## config.mk

```make
export PLATFORM = sky130hd
export DESIGN_NAME = shutdown_deghost_ctrl
export DESIGN_NICKNAME = d
export VERILOG_FILES = /design/src/logic/deghost_pkg.sv /design/src/logic/shutdown_deghost_ctrl.sv /design/src/logic/edge_rise.sv
export SDC_FILE = /design/constraint.sdc
export NUM_CORES = 1
export LEC_CHECK = 0
export BUFFER_PORTS_ARGS = -buffer_cell sky130_fd_sc_hd__clkbuf_2
export CAP_MARGIN = 20
export CORE_MARGIN = 3
export CORE_UTILIZATION = 40
export CTS_CLUSTER_SIZE = 12
export DETAILED_ROUTE_END_ITERATION = 7
export PLACE_DENSITY_LB_ADDON = 0.05
export SLEW_MARGIN = 20
export SYNTH_ARGS = -nofsm -noshare
export SYNTH_HDL_FRONTEND = slang
export SYNTH_SLANG_ARGS = --single-unit
export TNS_END_PERCENT = 30
```

## constraint.sdc

```tcl
create_clock -name core_clk_in -period 2.68 [get_ports core_clk_in]
set_clock_uncertainty 0.2 [all_clocks]
set_input_delay 0.536 -clock core_clk_in [delete_from_list [all_inputs] [get_ports core_clk_in]]
set_output_delay 0.536 -clock core_clk_in [all_outputs]
set_load 0.005 [all_outputs]
```

## src/logic/deghost_pkg.sv

```systemverilog
// constants shared by the shutdown and de-ghost control block
// assumes a single 100 MHz core clock and no software-visible registers
package deghost_pkg;
  localparam int ROWS = 9;
  localparam int COLS = 16;
  localparam int RES_SEL_W = 8;
  localparam logic [7:0] RES_SEL_RST = 8'h00;
  localparam int ROW_SEL_LSB = 4;
  localparam int COL_SEL_LSB = 0;
  localparam int SEL_W = 3;
  localparam int QUIET_NS = 10000;
  localparam int CLK_NS = 10;
  localparam int QUIET_CYC = QUIET_NS / CLK_NS;
  localparam int IF_RST_CYC = 1;
endpackage

```

## src/logic/shutdown_deghost_ctrl.sv

```systemverilog
// shutdown gating and de-ghost resistor control for the matrix outputs
// assumes register file lives elsewhere and presents held values as levels
`timescale 1ns/1ps
`default_nettype none
module shutdown_deghost_ctrl
  import deghost_pkg::*;
#(
  parameter int N_ROWS = deghost_pkg::ROWS,
  parameter int N_COLS = deghost_pkg::COLS
) (
  input wire logic core_clk_in,
  input wire logic rst_n_in,
  input wire logic shutdown_pin_n_in,
  input wire logic soft_shutdown_n_bit_in,
  input wire logic [deghost_pkg::RES_SEL_W-1:0] res_sel_in,
  input wire logic [N_ROWS-1:0] row_source_switch_on_in,
  input wire logic [N_COLS-1:0] column_current_sink_on_in,
  output logic [N_ROWS-1:0] row_source_switch_out,
  output logic [N_COLS-1:0] column_current_sink_out,
  output logic [N_ROWS-1:0] row_pulldown_en_out,
  output logic [N_COLS-1:0] column_pullup_en_out,
  output logic [deghost_pkg::SEL_W-1:0] row_pulldown_sel_out,
  output logic [deghost_pkg::SEL_W-1:0] column_pullup_sel_out,
  output logic active_out,
  output logic if_reset_out
);
  import deghost_pkg::*;

  // width of the interface reset stretch counter
  localparam int IF_CNT_W = 8;

  // all state of the block except the pin edge detector lives in this one record
  typedef struct packed {
    logic [N_ROWS-1:0] row;
    logic [N_COLS-1:0] col;
    logic [N_ROWS-1:0] row_pd;
    logic [N_COLS-1:0] col_pu;
    logic [SEL_W-1:0] row_sel;
    logic [SEL_W-1:0] col_sel;
    logic active;
    logic if_rst;
    logic [IF_CNT_W-1:0] if_cnt;
  } ctrl_state_t;

  ctrl_state_t st_r;
  ctrl_state_t st_nxt;

  // rising edge of the shutdown pin, one cycle wide
  logic pin_rise;

  // combined run level of pin and soft bit
  logic run_lvl;

  // selection fields cut out of the held resistor value
  logic [SEL_W-1:0] row_sel_field;
  logic [SEL_W-1:0] col_sel_field;

  // nonzero selection means the resistor bank is in use
  logic sel_row_on;
  logic sel_col_on;

  // per-output wanted drive after shutdown gating
  logic [N_ROWS-1:0] row_want;
  logic [N_COLS-1:0] col_want;

  // per-output resistor enables derived from the gated drive
  logic [N_ROWS-1:0] row_pd_want;
  logic [N_COLS-1:0] col_pu_want;

  edge_rise u_pin_edge (
    .core_clk_in(core_clk_in),
    .rst_n_in(rst_n_in),
    .level_in(shutdown_pin_n_in),
    .rise_out(pin_rise)
  );

  // a zero selection field means that resistor is disconnected entirely
  function automatic logic sel_enabled(input logic [SEL_W-1:0] sel);
    sel_enabled = (sel != '0);
  endfunction

  // either shutdown source alone is enough to blank the matrix
  function automatic logic run_allowed(input logic pin_n, input logic soft_n);
    run_allowed = pin_n & soft_n;
  endfunction

  // a resistor never sits on a conducting output, so it burns no power
  function automatic logic resistor_on(input logic enabled, input logic conducting);
    resistor_on = enabled & ~conducting;
  endfunction

  assign run_lvl = run_allowed(shutdown_pin_n_in, soft_shutdown_n_bit_in);

  // shutdown only gates outputs; the held settings are never touched here
  assign row_sel_field = res_sel_in[ROW_SEL_LSB +: SEL_W];
  assign col_sel_field = res_sel_in[COL_SEL_LSB +: SEL_W];

  assign sel_row_on = sel_enabled(row_sel_field);
  assign sel_col_on = sel_enabled(col_sel_field);

  genvar gi;
  generate
    // one row switch and its pull-down per slice
    for (gi = 0; gi < N_ROWS; gi++)
    begin : g_row
      assign row_want[gi] = run_lvl & row_source_switch_on_in[gi];
      assign row_pd_want[gi] = resistor_on(sel_row_on, row_want[gi]);
    end
    // one column sink and its pull-up per slice
    for (gi = 0; gi < N_COLS; gi++)
    begin : g_col
      assign col_want[gi] = run_lvl & column_current_sink_on_in[gi];
      assign col_pu_want[gi] = resistor_on(sel_col_on, col_want[gi]);
    end
  endgenerate

  always_comb
  begin
    st_nxt = st_r;
    st_nxt.active = run_lvl;
    st_nxt.row_sel = row_sel_field;
    st_nxt.col_sel = col_sel_field;
    st_nxt.row = row_want;
    st_nxt.col = col_want;
    st_nxt.row_pd = row_pd_want;
    st_nxt.col_pu = col_pu_want;
    // the interface reset is stretched to a fixed count of cycles;
    // a new pin edge during the stretch restarts it
    if (pin_rise)
    begin
      st_nxt.if_rst = 1'b1;
      st_nxt.if_cnt = IF_CNT_W'(IF_RST_CYC - 1);
    end
    else if (st_r.if_cnt != '0)
    begin
      st_nxt.if_rst = 1'b1;
      st_nxt.if_cnt = st_r.if_cnt - IF_CNT_W'(1);
    end
    else
    begin
      st_nxt.if_rst = 1'b0;
      st_nxt.if_cnt = '0;
    end
  end

  // reset clears every output, so the matrix stays dark until the
  // first edge after release has sampled pin and soft bit
  always_ff @(posedge core_clk_in or negedge rst_n_in)
  begin
    if (!rst_n_in)
    begin
      st_r <= '0;
    end
    else
    begin
      st_r <= st_nxt;
    end
  end

  // every output is a plain copy of a state flip-flop, so the pad
  // drivers see no glitches from the gating logic above

  assign row_source_switch_out = st_r.row;
  assign column_current_sink_out = st_r.col;
  assign row_pulldown_en_out = st_r.row_pd;
  assign column_pullup_en_out = st_r.col_pu;
  assign row_pulldown_sel_out = st_r.row_sel;
  assign column_pullup_sel_out = st_r.col_sel;
  assign active_out = st_r.active;
  assign if_reset_out = st_r.if_rst;
endmodule
`default_nettype wire

```

## src/logic/edge_rise.sv

```systemverilog
// rising edge detector on a synchronous level
// assumes input already synchronous to core_clk_in
`timescale 1ns/1ps
`default_nettype none
module edge_rise (
  input wire logic core_clk_in,
  input wire logic rst_n_in,
  input wire logic level_in,
  output logic rise_out
);
  typedef struct packed {
    logic prev;
    logic rise;
  } edge_state_t;
  edge_state_t st_r;
  edge_state_t st_nxt;
  always_comb
  begin
    st_nxt = st_r;
    st_nxt.prev = level_in;
    st_nxt.rise = level_in & ~st_r.prev;
  end
  // prev resets high so a pin held high at reset gives no false edge
  always_ff @(posedge core_clk_in or negedge rst_n_in)
  begin
    if (!rst_n_in)
      st_r <= '{prev: 1'b1, rise: 1'b0};
    else
      st_r <= st_nxt;
  end
  assign rise_out = st_r.rise;
endmodule
`default_nettype wire

```

# == Word-level counts from Yosys, hierarchy flattened ==
# Index checks and enable logic that the tools add are counted.
# classes
bitwise,78
n_reduce_logical,3
n_mux,2
addsub,1
# op_table
cell,n
$and A1 B1 Y1,52
$not A1 Y1,26
$mux W9,2
$reduce_bool A8 Y1,1
$sub A8 B1 Y8 const B,1
$reduce_bool A3 Y1,2
# word_totals
out_inout_bits,58
ff_bits,68
wordCells,95
input_bits,37

# == Longest topological paths before layout ==
# depth
depth_word,4
depth_mapped,5
depth_no_buf,5

# == Modules after synthesis ==
# From an unflattened synthesis, not the netlist that was laid out.
# unflattened
hier_cells,217
hier_area_um2,2636.3
# modules_own_cells
mod,n_inst,cells_each,area_per_inst_um2,seq_area_each_um2
shutdown_deghost_ctrl,1,214,2571.2,1651.6
edge_rise,1,3,65.1,51.3

# == Worst setup path before layout ==
# OpenSTA, ideal clock, no wires.
# synth_timing
path_kind,register to register
start,register st_r[0] in the netlist's numbering
end,"register st_r, in the netlist if_reset_out"
arrival_ps,1373
path_stages_with_launch,5
t_required_ps,2349
n_path_buf,0
synth_period_minus_slack_ps,1704
setup_ps,131
slack_ps,976
path_cell_list,dfrtp_1 -> inv_1 -> ha_1 -> or4b_4 -> or3_1
# synth_rtl
element,line_no,rtl
"start, declared",shutdown_deghost_ctrl.sv:45,ctrl_state_t st_r;
"start signal, assigned",shutdown_deghost_ctrl.sv:156,st_r <= st_nxt;

==> results.sh <==
export IMPL_status="completed"
export IMPL_netlist_top_cells_area="dfrtp_1 63%, buf_4 16%, and3_1 5.9%"
export IMPL_leakagePower_nw=1.61
export IMPL_start_util_pct=42.9
export IMPL_drv_cap=0
export IMPL_yosysTopAreaCell="dfrtp_1"
export IMPL_clock_sinks=68
export IMPL_fin_crit_ps=1920
export IMPL_ys_types=27
export IMPL_antenna_found_initial=0
export IMPL_dieWidth_um=87.3
export IMPL_placed_cells=327
export IMPL_dp_hpwl_mm=3.34
export IMPL_gp_congestion=0.730
export IMPL_yosysSeqAreaShare_pct=64.4
export IMPL_antenna_left=0
export IMPL_die_area_um2=7620
export IMPL_die_h_um=87.3
export IMPL_grt_pass1_wl_mm=7.86
export IMPL_cts_max_level=3
export IMPL_rsz0062_at_grt="false"
export IMPL_clkTransAtPathRegs_ps=70
export IMPL_nets=302
export IMPL_yosysTopAreaCellShare_pct=63.4
export IMPL_grt_max_degree=36
export IMPL_final_instance_count_excl_fill=343
export IMPL_drc_errors=0
export IMPL_reg2reg_depth=5
export IMPL_max_vdd_ir_drop_mv=0.395
export IMPL_ys_async_sr_fraction_pct=100
export IMPL_max_freq_ghz=0.521
export IMPL_relSlewSlack_pct=50.3
export IMPL_antenna_cells=0
export IMPL_wl_per_cell_um=13.9
export IMPL_clk_latency_ps=340
export IMPL_comb_power_share_pct=7.1
export IMPL_vias=1568
export IMPL_syn_instance_count=218
export IMPL_pwr_share_clk_pct=39.2
export IMPL_powerDensity_nw_per_um2=678
export IMPL_cts_buffers_inserted=9
export IMPL_utilization_pct=48.5
export IMPL_critPathMaxFanout=4
export IMPL_post_route_period_util_pct=71.6
export IMPL_cts_tree="yes"
export IMPL_worst_slew_pin_slew_ps=746
export IMPL_critPathLaunchType="register"
export IMPL_setup_worst_path_class="register to register"
export IMPL_pre_cts_ws_ps=796
export IMPL_slowest_delay_ps=490
export IMPL_cts_resized=0
export IMPL_ios=95
export IMPL_area_growth_pct=13.1
export IMPL_synth_edf_count=0
export IMPL_drtIter0Drc=67
export IMPL_p_sw_uw=458
export IMPL_clk_path_buf_depth=2
export IMPL_path_cells="inv_1, ha_1, or4b_4, o21bai_1, nor2_1"
export IMPL_setup_violations=0
export IMPL_io_buffers=92
export IMPL_sw_frac_of_total_pct=22.6
export IMPL_r2r_end="st_r[3]"
export IMPL_crit_reg2reg_launch="st_r[0]"
export IMPL_syn_nets=257
export IMPL_worst_path_max_delay_cell="or4b_4"
export IMPL_grt_use_total_pct=13.8
export IMPL_critPathArrivalTime_ps=1920
export IMPL_drive_gt1_share_pct=42.5
export IMPL_synth_common_cells="67 x dfrtp_1, 56 x buf_4, 31 x nor2_1"
export IMPL_holdWs_ps=66.4
export IMPL_reg2reg_slack_ps=760
export IMPL_hold_viol=0
export IMPL_synth_ff_type="dfrtp_1"
export IMPL_slew_viol_final=0
export IMPL_hold_path_class="input pin to asynchronous set/reset pin"
export IMPL_postCtsSetupBuffers=0
export IMPL_yosysMostFrequentCell="dfrtp_1"
export IMPL_internal_power_mw=1.57
export IMPL_cts_root_buf="clkbuf_8"
export IMPL_setup_ws_ps=762
export IMPL_drt_wl_total_mm=4.77
export IMPL_p_total_mw=2.03
export IMPL_crit_path_end_kind="register"
export IMPL_final_cell_area_um2=2990
export IMPL_cts_hold_repair_buffers=0
export IMPL_finalSetupTns_ps=0
export IMPL_ys_ff_latch=68
export IMPL_syn_area_per_cell_um2=12.1
export IMPL_coreArea_um2=6170
export IMPL_crit_required_ps=2680
export IMPL_via_per_inst=4.57
export IMPL_grt_pass1_vias=1621
export IMPL_placed_area_um2=2800
export IMPL_synthesis_area_um2=2640
export IMPL_drtPass1Iterations=4
export IMPL_grt_overflow_total=0
export IMPL_row_count=28
export IMPL_ys_warnings_count=0
export IMPL_pwr_share_seq_pct=53.7
critical path, delay by kind of cell (launching register included):
family | cells | cell delay (ps)
adder cells (fa/ha/maj) | 1 | 200
AO/OA/AOI/OAI | 1 | 330
buffers and inverters | 1 | 80
flip-flops | 1 | 390
AND/OR/NAND/NOR | 2 | 580
cell type report:
| type | count | area (µm²) |
|---|---|---|
| fill | 609 | 3180 |
| sequential | 68 | 1700 |
| timing repair buffer | 95 | 495 |
| multi-input combinational | 85 | 489 |
| clock buffer | 10 | 128 |
| tap | 75 | 93.8 |
| clock inverter | 6 | 65.1 |
| inverter | 4 | 15.0 |
kinds of logic after synthesis:
kind of cell	synth area share [%]
flops	64.4
buf+inv	17.2
xor+xnor	0.331
compound gates	3.08
simple gates	14.0
fa+ha+maj	0.947
cell usage in the layout (no fill, tap or decap), types with 2 or more instances in the layout:
cell / Yosys / routed
buf_4: 56 / 2
o21ai_0: 3 / 3
inv_1: 4 / 4
ha_1: 2 / 2
clkbuf_8: 0 / 9
and3_1: 25 / 25
a21oi_1: 4 / 4
dfrtp_1: 67 / 67
clkbuf_2: 0 / 91
nand2b_1: 3 / 3
clkinv_4: 0 / 2
clkinv_2: 0 / 2
nor3_1: 3 / 2
nor2_1: 31 / 31
power groups by stage:
stage	sequential (mW)	clock, mW	combinational (mW)
2_1_floorplan	1.10	0	0.102
3_3_place_gp	1.11	0	0.151
3_5_place_dp	1.11	0	0.149
4_1_cts	1.09	0.826	0.150
5_1_grt	1.09	0.881	0.166
6_report	1.09	0.795	0.144
worst max path at each step:
stage / startpoint / endpoint / slack [ps]
after floorplan: st_r[0] / if_reset_out / 980
after global placement: st_r[0] / st_r[3] / 820
after detailed placement: st_r[0] / st_r[3] / 800
after CTS: st_r[0] / st_r[3] / 770
after global routing: st_r[0] / st_r[3] / 650
final: st_r[0] / st_r[3] / 760
flip-flops by register name, summed over array words and instances, names as in the netlist, 3 cells and up:
signal                   count
st_r                         8
column_pullup_sel_out        3
column_current_sink_out     16
column_pullup_en_out        16
row_pulldown_en_out          9
row_source_switch_out        9
row_pulldown_sel_out         3
metal layers:
metal	wire [µm]	GRT usage (%)	part of all wire, %
met1	1990	16.8	42
met2	2230	20.2	47
met3	510	8.80	11
met4	41	4.18	0.86
met5	0	0	0
Note: power is estimated with default switching activity, not from simulation.
